### config.mk
export PLATFORM = sky130hd
export DESIGN_NAME = agoc_ctrl
export DESIGN_NICKNAME = d
export VERILOG_FILES = /design/src/agoc_pkg.sv /design/src/agoc_ctrl.sv /design/src/agoc_offset_loop.sv
export SDC_FILE = /design/constraint.sdc
export NUM_CORES = 2
export LEC_CHECK = 0
export BUFFER_PORTS_ARGS = -buffer_cell sky130_fd_sc_hd__buf_4
export CORE_MARGIN = 2
export CORE_UTILIZATION = 30
export DETAILED_ROUTE_END_ITERATION = 12
export HOLD_SLACK_MARGIN = 0.12
export SLEW_MARGIN = 20
export SYNTH_ARGS = -nofsm -noshare
export SYNTH_HDL_FRONTEND = slang
export SYNTH_SLANG_ARGS = --single-unit
### constraint.sdc
create_clock -name clk -period 10.15 [get_ports clk]
set_input_delay 2.03 -clock clk [delete_from_list [all_inputs] [get_ports clk]]
set_output_delay 2.03 -clock clk [all_outputs]
set_load 0.01 [all_outputs]
### src/agoc_pkg.sv
// Constants, types and helpers for the converter gain, offset and power control.
// Assumes one 200 MHz sample-domain clock and host control bits driven as plain ports.
// What this block does
// Gain accepted from 0 to 6 dB in half-dB steps, applied to samples.
// Gain is 0 dB after reset until host writes another value.
// Full-scale range shrinks with gain, 2 V at 0 dB down to 1 V.
// Offset loop estimates and cancels up to ten millivolts per channel.
// With correction enabled, estimate updates and correction applies every cycle.
// Four-bit field picks loop time constant 256k doubling to 512M; top codes reserved.
// Clearing enable freezes the estimate, which is still applied every cycle.
// Correction is disabled after reset; nothing estimates until host enables it.
// Power field: 0000 normal, 1001/1010/1011 disable B, A, both output buffers.
// Code 1100 powers everything down, outputs off, about 30 us to wake.
// 1101 stands channel B by, 1110 channel A; references stay up, 1 us wake.
// 1111 interleaves both channels on bus A; needs low-speed mode, serial only.
// Parallel pins: LLL normal, HLL power-down, HLH B standby, HHL A standby.
// Sample rate below one mega-sample per second forces a low-power state.
// Unassigned power field codes behave as normal operation.
package agoc_pkg;

   // ==========================================
   // Widths, gain and offset
   localparam int DW = 11;
   localparam logic [3:0] GAIN_RST = 4'h0;
   localparam logic [3:0] GAIN_MAX = 4'hC;
   localparam logic [4:0] TC_SHIFT_BASE = 5'h12;
   localparam logic [3:0] TC_CODE_MAX = 4'hB;
   // One code is about 0.98 mV at 2 V full scale, so ten codes cover ten millivolts
   localparam logic signed [41:0] OFF_LIM = 42'sh000_0000_000A;

   // Gain multiplier, Q10, per whole dB
   localparam logic [11:0] GAIN_Q10 [0:6] = '{12'h400, 12'h47F, 12'h508, 12'h5A2,
                                              12'h659, 12'h725, 12'h800};
   // Full scale in mV per whole dB
   localparam logic [15:0] FS_MV [0:6] = '{16'h07D0, 16'h06F4, 16'h0636, 16'h058C,
                                          16'h04EC, 16'h0460, 16'h03E8};

   // ==========================================
   // Power field and pin codes
   localparam logic [3:0] PS_NORMAL = 4'h0;
   localparam logic [3:0] PS_BOFF_B = 4'h9;
   localparam logic [3:0] PS_BOFF_A = 4'hA;
   localparam logic [3:0] PS_BOFF_AB = 4'hB;
   localparam logic [3:0] PS_GPD = 4'hC;
   localparam logic [3:0] PS_STBY_B = 4'hD;
   localparam logic [3:0] PS_STBY_A = 4'hE;
   localparam logic [3:0] PS_MUX = 4'hF;
   localparam logic [2:0] PIN_NORMAL = 3'h0;
   localparam logic [2:0] PIN_GPD = 3'h1;
   localparam logic [2:0] PIN_STBY_B = 3'h5;
   localparam logic [2:0] PIN_STBY_A = 3'h3;

   // ==========================================
   // Timing
   localparam int CLK_PERIOD_NS = 5;
   localparam int WAKE_GPD_NS = 30000;
   localparam int WAKE_STBY_NS = 1000;
   localparam int MIN_RATE_PERIOD_NS = 1000;
   localparam int WAKE_GPD_CYC = (WAKE_GPD_NS + CLK_PERIOD_NS - 1) / CLK_PERIOD_NS;
   localparam logic [12:0] WAKE_STBY_CYC =
      13'((WAKE_STBY_NS + CLK_PERIOD_NS - 1) / CLK_PERIOD_NS);
   localparam logic [7:0] LOW_RATE_CYC = 8'(MIN_RATE_PERIOD_NS / CLK_PERIOD_NS);

   // ==========================================
   // Types
   typedef enum logic [2:0] {
      MODE_NORMAL, MODE_BOFF_B, MODE_BOFF_A, MODE_BOFF_AB,
      MODE_GPD, MODE_STBY_B, MODE_STBY_A, MODE_MUX
   } agoc_mode_t;

   typedef struct packed {
      logic third;
      logic second;
      logic first;
   } agoc_pins_t;

   typedef struct packed {
      logic signed [DW-1:0] a;
      logic signed [DW-1:0] b;
   } agoc_samp_t;

   typedef struct packed {
      logic signed [41:0] acc;
      logic [4:0] shift;
      logic signed [DW-1:0] est;
      logic signed [DW-1:0] out;
   } agoc_loop_t;

   typedef struct packed {
      logic [3:0] sync1;
      logic [3:0] sync2;
      logic [3:0] sync3;
      logic [3:0] pinStable;
      logic tickPrev;
      logic [7:0] gapCnt;
      logic lowPower;
      agoc_mode_t mode;
      logic [12:0] wakeCnt;
      logic [3:0] gain;
      logic [11:0] gainQ10;
      logic [15:0] fsMv;
      logic oeA;
      logic oeB;
      logic refOn;
      logic adcAOn;
      logic adcBOn;
      logic validA;
      logic validB;
      logic shared_bus_interleave;
      logic muxPhase;
      agoc_samp_t out;
   } agoc_state_t;

   // ==========================================
   // Helpers
   function automatic logic signed [DW-1:0] agoc_sat(input logic signed [24:0] v);
      if (v > 25'sh00_03FF) begin
         return 11'sh3FF;
      end else if (v < -25'sh00_0400) begin
         return -11'sh400;
      end
      return v[DW-1:0];
   endfunction

   // Half-dB steps take the midpoint of the two whole-dB neighbours
   function automatic logic [11:0] agoc_gain_q10(input logic [3:0] g);
      logic [2:0] w;
      logic [12:0] s;
      w = g[3:1];
      s = {1'b0, GAIN_Q10[w]};
      if (g[0]) begin
         s = 13'({1'b0, GAIN_Q10[w]} + {1'b0, GAIN_Q10[w + 3'h1]}) >> 1;
      end
      return s[11:0];
   endfunction

   function automatic logic [15:0] agoc_fs_mv(input logic [3:0] g);
      logic [2:0] w;
      logic [16:0] s;
      w = g[3:1];
      s = {1'b0, FS_MV[w]};
      if (g[0]) begin
         s = 17'({1'b0, FS_MV[w]} + {1'b0, FS_MV[w + 3'h1]}) >> 1;
      end
      return s[15:0];
   endfunction

endpackage

### src/agoc_ctrl.sv
// Gain, offset correction and power-state control for a dual-channel converter.
// Assumes host control bits are synchronous; power pins and rate tick are asynchronous.
`timescale 1ns/1ps
module agoc_ctrl #(
   parameter int WAKE_GPD_CYCLES = agoc_pkg::WAKE_GPD_CYC
) (
   input wire logic clk,
   input wire logic sys_rst,
   input wire logic [3:0] gainCode,
   input wire logic offsetCorrEn,
   input wire logic [3:0] offset_loop_tc_select,
   input wire logic serialMode,
   input wire logic lowSpeedEn,
   input wire logic [3:0] powerStateField,
   input wire agoc_pkg::agoc_pins_t powerPins,
   input wire logic sampleRateTick,
   input wire agoc_pkg::agoc_samp_t sampIn,
   output logic [3:0] gainApplied,
   output logic [15:0] fullScaleMv,
   output agoc_pkg::agoc_samp_t sampOut,
   output logic chanAOutEn,
   output logic chanBOutEn,
   output logic sharedBusInterleave,
   output logic sharedBusPhaseA,
   output logic refPowered,
   output logic adcAPowered,
   output logic adcBPowered,
   output logic dataValidA,
   output logic dataValidB,
   output logic lowPowerClk
);
   import agoc_pkg::*;

   agoc_state_t q, d;
   // One corrected sample per channel, indexed by the loop that makes it
   logic signed [DW-1:0] corrCh [2];
   logic [2:0] pinCode;
   logic signed [24:0] prodA, prodB;
   logic tickEdge;

   // ==========================================
   // Offset loops, one per channel
   genvar ch;
   generate
      for (ch = 0; ch < 2; ch++) begin : g_loop
         agoc_offset_loop u_loop (
            .clk(clk),
            .sys_rst(sys_rst),
            .corrEn(offsetCorrEn),
            .tcSelect(offset_loop_tc_select),
            .sampIn(ch == 0 ? sampIn.a : sampIn.b),
            .sampOut(corrCh[ch]),
            .estOut()
         );
      end
   endgenerate

   // ==========================================
   // Next state
   always_comb begin
      d = q;
      // Pins and rate tick: three flops, a change counts once stages two and three agree
      d.sync1 = {sampleRateTick, powerPins};
      d.sync2 = q.sync1;
      d.sync3 = q.sync2;
      for (int i = 0; i < 4; i++) begin
         if (q.sync2[i] == q.sync3[i]) begin
            d.pinStable[i] = q.sync3[i];
         end
      end
      pinCode = q.pinStable[2:0];

      // Sample rate watch: no tick edge for a full slow period means low power
      d.tickPrev = q.pinStable[3];
      tickEdge = q.pinStable[3] != q.tickPrev;
      if (tickEdge) begin
         d.gapCnt = '0;
      end else if (q.gapCnt < LOW_RATE_CYC) begin
         d.gapCnt = q.gapCnt + 8'h01;
      end
      d.lowPower = d.gapCnt >= LOW_RATE_CYC;

      // Gain: out-of-range codes are ignored
      if (gainCode <= GAIN_MAX) begin
         d.gain = gainCode;
      end
      d.gainQ10 = agoc_gain_q10(d.gain);
      d.fsMv = agoc_fs_mv(d.gain);

      // Power state decode
      d.mode = MODE_NORMAL;
      if (serialMode) begin
         unique case (powerStateField)
            PS_BOFF_B: d.mode = MODE_BOFF_B;
            PS_BOFF_A: d.mode = MODE_BOFF_A;
            PS_BOFF_AB: d.mode = MODE_BOFF_AB;
            PS_GPD: d.mode = MODE_GPD;
            PS_STBY_B: d.mode = MODE_STBY_B;
            PS_STBY_A: d.mode = MODE_STBY_A;
            // Interleave only makes sense at low speed
            PS_MUX: d.mode = lowSpeedEn ? MODE_MUX : MODE_NORMAL;
            default: d.mode = MODE_NORMAL;
         endcase
      end else begin
         // No pin code reaches buffer-disable or interleave
         unique case (pinCode)
            PIN_GPD: d.mode = MODE_GPD;
            PIN_STBY_B: d.mode = MODE_STBY_B;
            PIN_STBY_A: d.mode = MODE_STBY_A;
            default: d.mode = MODE_NORMAL;
         endcase
      end

      // Blocks powered and buffers driven per mode
      d.refOn = d.mode != MODE_GPD;
      d.adcAOn = !(d.mode inside {MODE_GPD, MODE_STBY_A});
      d.adcBOn = !(d.mode inside {MODE_GPD, MODE_STBY_B});
      d.oeA = !(d.mode inside {MODE_GPD, MODE_BOFF_A, MODE_BOFF_AB});
      d.oeB = !(d.mode inside {MODE_GPD, MODE_BOFF_B, MODE_BOFF_AB, MODE_MUX});
      d.shared_bus_interleave = d.mode == MODE_MUX;

      // Wake-up: long after full power-down, short after standby
      if (q.mode == MODE_GPD && d.mode != MODE_GPD) begin
         d.wakeCnt = 13'(WAKE_GPD_CYCLES);
      end else if ((q.mode == MODE_STBY_A || q.mode == MODE_STBY_B) && d.mode != q.mode) begin
         d.wakeCnt = WAKE_STBY_CYC;
      end else if (q.wakeCnt != '0) begin
         d.wakeCnt = q.wakeCnt - 13'h0001;
      end
      d.validA = d.adcAOn && d.wakeCnt == '0 && !d.lowPower;
      d.validB = d.adcBOn && d.wakeCnt == '0 && !d.lowPower;

      // Gain applied after offset correction, saturated to the code range
      prodA = 25'(corrCh[0] * $signed({1'b0, q.gainQ10})) >>> 10;
      prodB = 25'(corrCh[1] * $signed({1'b0, q.gainQ10})) >>> 10;
      d.muxPhase = d.shared_bus_interleave ? !q.muxPhase : 1'b0;
      d.out.a = d.validA ? agoc_sat(prodA) : '0;
      d.out.b = d.validB ? agoc_sat(prodB) : '0;
      // Interleave: B on one phase, A on the next; B bus itself is idle
      if (d.shared_bus_interleave) begin
         d.out.a = d.muxPhase ? d.out.a : d.out.b;
         d.out.b = '0;
      end
   end

   always_ff @(posedge clk) begin
      if (sys_rst) begin
         q <= '0;
         q.gain <= GAIN_RST;
         q.gainQ10 <= GAIN_Q10[0];
         q.fsMv <= FS_MV[0];
         q.mode <= MODE_NORMAL;
      end else begin
         q <= d;
      end
   end

   assign gainApplied = q.gain;
   assign fullScaleMv = q.fsMv;
   assign sampOut = q.out;
   assign chanAOutEn = q.oeA;
   assign chanBOutEn = q.oeB;
   assign sharedBusInterleave = q.shared_bus_interleave;
   assign sharedBusPhaseA = q.muxPhase;
   assign refPowered = q.refOn;
   assign adcAPowered = q.adcAOn;
   assign adcBPowered = q.adcBOn;
   assign dataValidA = q.validA;
   assign dataValidB = q.validB;
   assign lowPowerClk = q.lowPower;
endmodule // agoc_ctrl

### src/agoc_offset_loop.sv
// One channel of the dc offset estimation and correction loop.
// Assumes samples arrive every clock from the converter on the same clock.
`timescale 1ns/1ps
module agoc_offset_loop (
   input wire logic clk,
   input wire logic sys_rst,
   input wire logic corrEn,
   input wire logic [3:0] tcSelect,
   input wire logic signed [agoc_pkg::DW-1:0] sampIn,
   output logic signed [agoc_pkg::DW-1:0] sampOut,
   output logic signed [agoc_pkg::DW-1:0] estOut
);
   import agoc_pkg::*;

   agoc_loop_t q, d;
   logic signed [41:0] accShift;

   // ==========================================
   // Leaky integrator: acc settles to mean times two to the shift
   always_comb begin
      d = q;
      accShift = q.acc >>> q.shift;
      // Reserved codes keep the last legal time constant
      if (tcSelect <= TC_CODE_MAX) begin
         d.shift = TC_SHIFT_BASE + 5'(tcSelect);
      end
      if (corrEn) begin
         d.acc = q.acc + 42'(sampIn) - accShift;
      end
      if (accShift > OFF_LIM) begin
         d.est = OFF_LIM[DW-1:0];
      end else if (accShift < -OFF_LIM) begin
         d.est = -OFF_LIM[DW-1:0];
      end else begin
         d.est = accShift[DW-1:0];
      end
      // Applied whether loop runs or is frozen
      d.out = agoc_sat(25'(sampIn) - 25'(q.est));
   end

   always_ff @(posedge clk) begin
      if (sys_rst) begin
         q <= '0;
         q.shift <= TC_SHIFT_BASE;
      end else begin
         q <= d;
      end
   end

   assign sampOut = q.out;
   assign estOut = q.est;
endmodule // agoc_offset_loop

# Word level (Yosys, flattened, before mapping)
# Memory sizes are Yosys's and may differ from the RTL's.
# Cells that the tools add are included.
op_classes:
  n_lt_le_gt_ge: 18
  n_bitwise: 2
  mux: 49
  shifts: 2
  reduce_logical: 24
  n_mul: 2
  n_div: 0
  n_eq_ne: 27
  n_addsub: 12
ops:
  columns: ["op", "n"]
  rows:
  - ["2-to-1 mux 11 bit", 17]
  - ["adder 42 x 11 -> 42 bit", 2]
  - ["greater-than comparator 42 x 5 -> 1 bit, second input constant", 2]
  - ["less-than comparator 42 x 5 -> 1 bit, second input constant", 2]
  - [">>> shifter 42 x 5 -> 42 bit", 2]
  - ["subtractor 42 bit", 2]
  - ["2-to-1 mux 16 bit", 5]
  - ["2-to-1 mux 12 bit", 5]
  - ["greater-than comparator 25 x 11 -> 1 bit, second input constant", 2]
  - ["less-than comparator 25 x 11 -> 1 bit, second input constant", 2]
  - ["multiplier 11 x 13 -> 24 bit", 2]
  - ["2-to-1 mux 13 bit", 3]
  - ["== test 4 bit, second input constant", 7]
  - ["greater-than comparator 14 x 11 -> 1 bit, second input constant", 2]
  - ["less-than comparator 14 x 11 -> 1 bit, second input constant", 2]
  - ["== test 3 bit, second input constant", 8]
  - ["subtractor 11 x 11 -> 12 bit", 2]
  - ["2-to-1 mux 22 bit", 1]
  - ["case mux 3 bit (7 select lines)", 1]
  - ["adder 16 x 16 -> 17 bit", 1]
  - ["2-to-1 mux 8 bit", 2]
  - ["adder 12 x 12 -> 13 bit", 1]
  - ["logical NOT 13 bit", 1]
  - ["nonzero test 13 bit", 1]
  - ["other kinds (27)", 61]
word_totals:
  ff_bits: 238
  mem_bits_ro: 448
  out_inout_bits: 52
  mem_count: 4
  elab_cells: 177
  latch_bits: 0
  inputBits: 43
  mem_bits_rw: 0
mem_list:
  columns: ["name", "words", "word_bits", "read_ports", "rd_clocked_by_memory_dff", "write_ports", "line", "rtl"]
  rows:
  - ["(no name shown)", 8, 16, 1, 0, 0, "agoc_pkg.sv:143", "s = 17'({1'b0, FS_MV[w]} + {1'b0, FS_MV[w + 3'h1]}) >> 1;"]
  - ["(no name shown)", 8, 16, 1, 0, 0, "agoc_pkg.sv:143", null]
  - ["(no name shown)", 8, 12, 1, 0, 0, "agoc_pkg.sv:132", "s = 13'({1'b0, GAIN_Q10[w]} + {1'b0, GAIN_Q10[w + 3'h1]}) >> 1;"]
  - ["(no name shown)", 8, 12, 1, 0, 0, "agoc_pkg.sv:132", null]

# Depth between registers and ports, before layout
depth:
  ltp_word: 13
  ltp_mapped: 28

# By module
# Synthesis repeated with hierarchy kept, for this count alone.
hier_totals:
  hier_cells: 4021
  area_unflattened_um2: 34060.2
by_module_without_submodules:
  columns: ["mod", "cells_each", "area_per_inst_um2", "seq_area_each_um2", "n_inst"]
  rows:
  - ["agoc_ctrl", 1619, 13867.0, 2001.9, 1]
  - ["agoc_offset_loop (g_loop[0].u_loop)", 1236, 10254.8, 1381.3, 1]
  - ["agoc_offset_loop (g_loop[1].u_loop)", 1166, 9938.3, 1381.3, 1]

# Worst setup path before layout
# No wires, ideal clock.
synth_path:
  kind: "input-to-reg"
  startpoint: "input sampIn[10] in the netlist's numbering"
  endpoint: "register g_loop[1].u_loop.q[67] in the netlist's numbering"
  arrival_ns: 6.501
  stages: 15
  setup_time_ns: 0.106
  slack_ns: 3.543
  path_buffers: 0
  path_cell_list: "inv_1 fa_1 inv_1 ha_1 and3_1 a221o_1 a21oi_1 a211o_1 a21oi_1 a221oi_1 o21ai_0 a31oi_1 o41ai_1 or3_1 o311ai_0"
synth_via:
  elab_chain_cells: 2
synth_rtl:
  columns: ["element", "line", "rtl"]
  rows:
  - ["start, declared", "agoc_ctrl.sv:17", "input wire agoc_pkg::agoc_samp_t sampIn,"]
  - ["adder 42 x 11 -> 42 bit", "agoc_offset_loop.sv:28", "d.acc = q.acc + 42'(sampIn) - accShift;"]
  - ["subtractor 42 bit", "agoc_offset_loop.sv:28", null]
  - ["end, declared", "agoc_offset_loop.sv:15", "agoc_loop_t q, d;"]
# Every way passes these cells.
# A chain may end at the register's enable or synchronous reset.

# Worst setup path after layout
layout_path:
  startpoint: "register q[52] in the netlist's numbering"
  endpoint: "register q (netlist bit sampOut[11])"
layout_via:
  elab_chain_cells: 8
  word_cells_on_any_way: 18
layout_rtl:
  columns: ["element", "line", "rtl"]
  rows:
  - ["start, declared", "agoc_ctrl.sv:34", "agoc_state_t q, d;"]
  - ["multiplier 11 x 13 -> 24 bit (on tied branches)", "agoc_ctrl.sv:135, agoc_ctrl.sv:134", null]
  - ["less-than comparator 14 x 11 -> 1 bit", "agoc_pkg.sv:119", "end else if (v < -25'sh00_0400) begin"]
  - ["2-to-1 mux 1 bit", "agoc_pkg.sv:119", null]
  - ["2-to-1 mux 1 bit", "agoc_pkg.sv:117", "if (v > 25'sh00_03FF) begin"]
  - ["2-to-1 mux 11 bit", "agoc_pkg.sv:122", "return v[DW-1:0];"]
  - ["2-to-1 mux 11 bit (on tied branches)", "agoc_ctrl.sv:138, agoc_ctrl.sv:137", null]
  - ["2-to-1 mux 11 bit", "agoc_ctrl.sv:141", "d.out.a = d.muxPhase ? d.out.a : d.out.b;"]
  - ["2-to-1 mux 22 bit (*)", "agoc_ctrl.sv:140", "if (d.shared_bus_interleave) begin"]
# Mark *: on every way between the ends. The rest lies on a longest branch, timed or not.

==> flow_summary.yaml <==
sta:
  maxSlewHeadroom: 0.260
  hold_viol: 0
  setup-tns-final_ns: 0
  tightest_slew_ns: 1.10
  finalCriticalPeriod_ns: 7.50
  fmax_mhz: 133
  finClkSkew_ns: 0.0201
  setup_viol: 0
  holdWs_ns: 0.436
  rsz0062_at_grt: "false"
  fin_ws_ns: 2.65
  post-route-period-util: 0.739
  maxSlewViolCount: 0
global_route:
  grt_pass1_wl_um: 145000
  grt_overflow: 0
  grt_usage: 0.162
  antenna_found_initial: 2
  grt_max_degree: 74
  grt_pass1_vias: 26300
setup_path:
  rr_endpoint: "sampOut[11]"
  startpoint: "q[52]"
  reg2regPathDepth: 20
  worstSetupEndpointType: "register"
  reg2reg_from: "q[52]"
  cp-endpoint: "sampOut[11]"
  worstPathArrival_ns: 8.03
  cp_max_fo: 22
  worst_path_max_delay_cell: "dfxtp_1"
  path_class: "register to register"
  cp-start-kind: "register"
  max_stage_delay_ns: 0.96
  cp_cell_sequence: "nand2_1, fa_1, fa_1, fa_1, inv_1, fa_1, inv_1, fa_1, inv_1, ha_1, a21o_1, a21oi_1, nor2_1, a221o_1, a31o_2, a31o_2, and4_1, nor3_1, o211ai_1, o221ai_1"
  reg2reg_slack_ns: 2.65
  required_ns: 10.68
  crit_top_cell: "fa_1"
floorplanning:
  core-area_mm2: 0.107
  start_util: 0.302
  io_pins: 95
  die_y_um: 332
  die_w_um: 332
  die-area_mm2: 0.110
  row_count: 120
run_status:
  status: "finished, final reports clean"
place:
  place_area_mm2: 0.0336
  io_buffer_count: 89
  post-dp-hpwl_um: 68900
  pre_cts_slack_ns: 2.68
  gp_congestion: 0.917
clock_tree:
  cts_tree: "yes"
  cts_max_level: 1
  clock-root-buffer: "clkbuf_16"
  cts.clk_slew.worst_paths_ns: 0.06
  ctsHoldBuffers: 0
  cts_resized: 0
  cts_buffer_depth: 3
  cts.sinks: 233
  insertion_delay_ns: 0.62
  postCtsSetupBuffers: 0
  cts_buffers: 31
synthesis:
  async_reset_ff_frac: 0
  synth_top_area_frac: 0.161
  ys_types: 97
  ys_ff_latch: 233
  syn_area_per_cell_um2: 8.37
  synth_edf_count: 0
  ys.flop_type: "dfxtp_1"
  yosys.area.top_type: "fa_1"
  ys_warn_count: 0
  syn_area_mm2: 0.0323
  yosysSeqAreaShare: 0.145
  synth.area.top_cells: "fa_1, dfxtp_1, ha_1"
  syn_inst: 3852
route:
  wire_per_inst_um: 17.2
  antenna_left: 0
  drt-total-wl_um: 89500
  num_vias: 26700
  drt_iter0_markers: 2094
  drt_pass1_iterations: 6
  drc: 0
  viasPerCell: 5.12
run:
  drv_cap: 0
worst_hold_path:
  holdPathStages: 1
  hold_path_class: "register to register"
layout:
  area_delta_synth_final_pct: 7.51
  finalInstanceArea_mm2: 0.0347
  final_core_util: 0.324
  nNetsFinal: 4354
  drive_gt1_frac: 0.0850
power_and_ir_drop:
  clkPwrFrac: 0.120
  cell_internal_pwr_w: 0.00474
  p_leak_nw: 16.3
  switching_share: 0.505
  ir_worst_vdd_mv: 0.168
  p_comb_frac: 0.723
  p_seq_frac: 0.158
  switchingPower_w: 0.00485
  power_density_mw_per_mm2: 277
-- worst max-delay path: cells and delay by family (launching register included) --
| kind | cells | cell delay, ns |
|---|---|---|
| buf+inv | 3 | 0.14 |
| simple gates | 4 | 1.31 |
| compound gates | 7 | 2.09 |
| fa+ha+maj | 6 | 2.89 |
| flops | 1 | 0.96 |
-- registers in the layout, summed over array words and instances, names as in the netlist, 3 cells and up --
register and flops:
g_loop.u_loop.q 89, g_loop.u_loop.sampOut 22, g_loop.u_loop.estOut 22, pinCode 3
fullScaleMv 11, gainApplied 4, q 41, d 9
sampOut 22
-- power groups by stage --
stage	clock (W)	combinational [W]	sequential, W
final	0.00115	0.00693	0.00151
after global routing	0.00122	0.00790	0.00155
after CTS	0.00118	0.00695	0.00150
after detailed placement	0	0.00689	0.00152
after global placement	0	0.00682	0.00152
after floorplan	0	0.00555	0.00127
-- cell type report --
type | instances | area, um^2
fill | 11300 | 72200
multi-input combinational | 2834 | 24200
sequential | 233 | 4680
inverter | 559 | 2100
tap | 1403 | 1760
timing repair buffer | 118 | 890
clock buffer | 41 | 875
clock inverter | 13 | 165
antenna | 2 | 5.00
-- synthesized netlist by cell type, types with 16 or more instances --
cell type / n
fa_1: 260
xnor2_1: 79
o21ai_0: 139
and3_1: 18
nor3_1: 44
a21oi_1: 221
buf_4: 58
o21a_1: 27
mux4_2: 89
nand2_1: 393
ha_1: 274
mux2_2: 27
buf_2: 24
nor2_1: 300
nand2b_1: 44
a21o_1: 98
a211oi_1: 30
mux2i_1: 140
dfxtp_1: 233
nand4_1: 24
and2_1: 148
mux4_1: 16
inv_1: 552
nand3_1: 61
nor2b_1: 34
o22ai_1: 16
xor2_1: 59
a31oi_1: 23
a21boi_0: 21
clkbuf_1: 116
o21bai_1: 22
-- through the flow --
step / power [W] / std cells
floorplan: 0.00682 / 3856
global placement: 0.00834 / 5147
detailed placement: 0.00841 / 5147
CTS: 0.00964 / 5201
global route: 0.0107 / 5201
finish: 0.00959 / 5203
-- metal layers --
layer  vias up  track usage  share of wire
li1      12800            -              -
met1     13000        0.218           0.45
met2       742        0.269           0.46
met3       124       0.0232          0.061
met4         2       0.0442          0.027
met5         -            0        0.00015
-- logic make-up (layout without fill, tap and decap cells) --
logic type | count (synthesis) | count (layout) | synth area share
other | 1 | 7 | 0.000116
AND/OR/NAND/NOR | 1137 | 1137 | 0.167
multiplexers | 273 | 273 | 0.129
adder cells (fa/ha/maj) | 534 | 534 | 0.268
flip-flops | 233 | 233 | 0.145
XOR/XNOR | 138 | 138 | 0.0375
buffers and inverters | 789 | 731 | 0.106
AO/OA/AOI/OAI | 747 | 747 | 0.149
-- how the worst min path moves through the flow --
stage	startpoint	end	slack [ns]
CTS	d[99]	d[95]	0.44
floorplan	d[97]	d[93]	0.41
finish	d[97]	d[93]	0.44
global route	d[97]	d[93]	0.45
global placement	d[97]	d[93]	0.42
detailed placement	d[97]	d[93]	0.43
-- cells in the final DEF, fill, tap and decap left out, types with 44 or more instances in the layout --
| cell type | instances |
|---|---|
| and2_1 | 148 |
| a21oi_1 | 220 |
| ha_1 | 274 |
| nor3_1 | 44 |
| nor2_1 | 300 |
| dfxtp_1 | 228 |
| o21ai_0 | 139 |
| nand2b_1 | 44 |
| nand2_1 | 393 |
| inv_1 | 549 |
| mux2i_1 | 140 |
| xor2_1 | 59 |
| xnor2_1 | 79 |
| nand3_1 | 61 |
| fa_1 | 260 |
| buf_4 | 117 |
| mux4_2 | 89 |
| a21o_1 | 98 |
(Power assumes the default switching activity.)
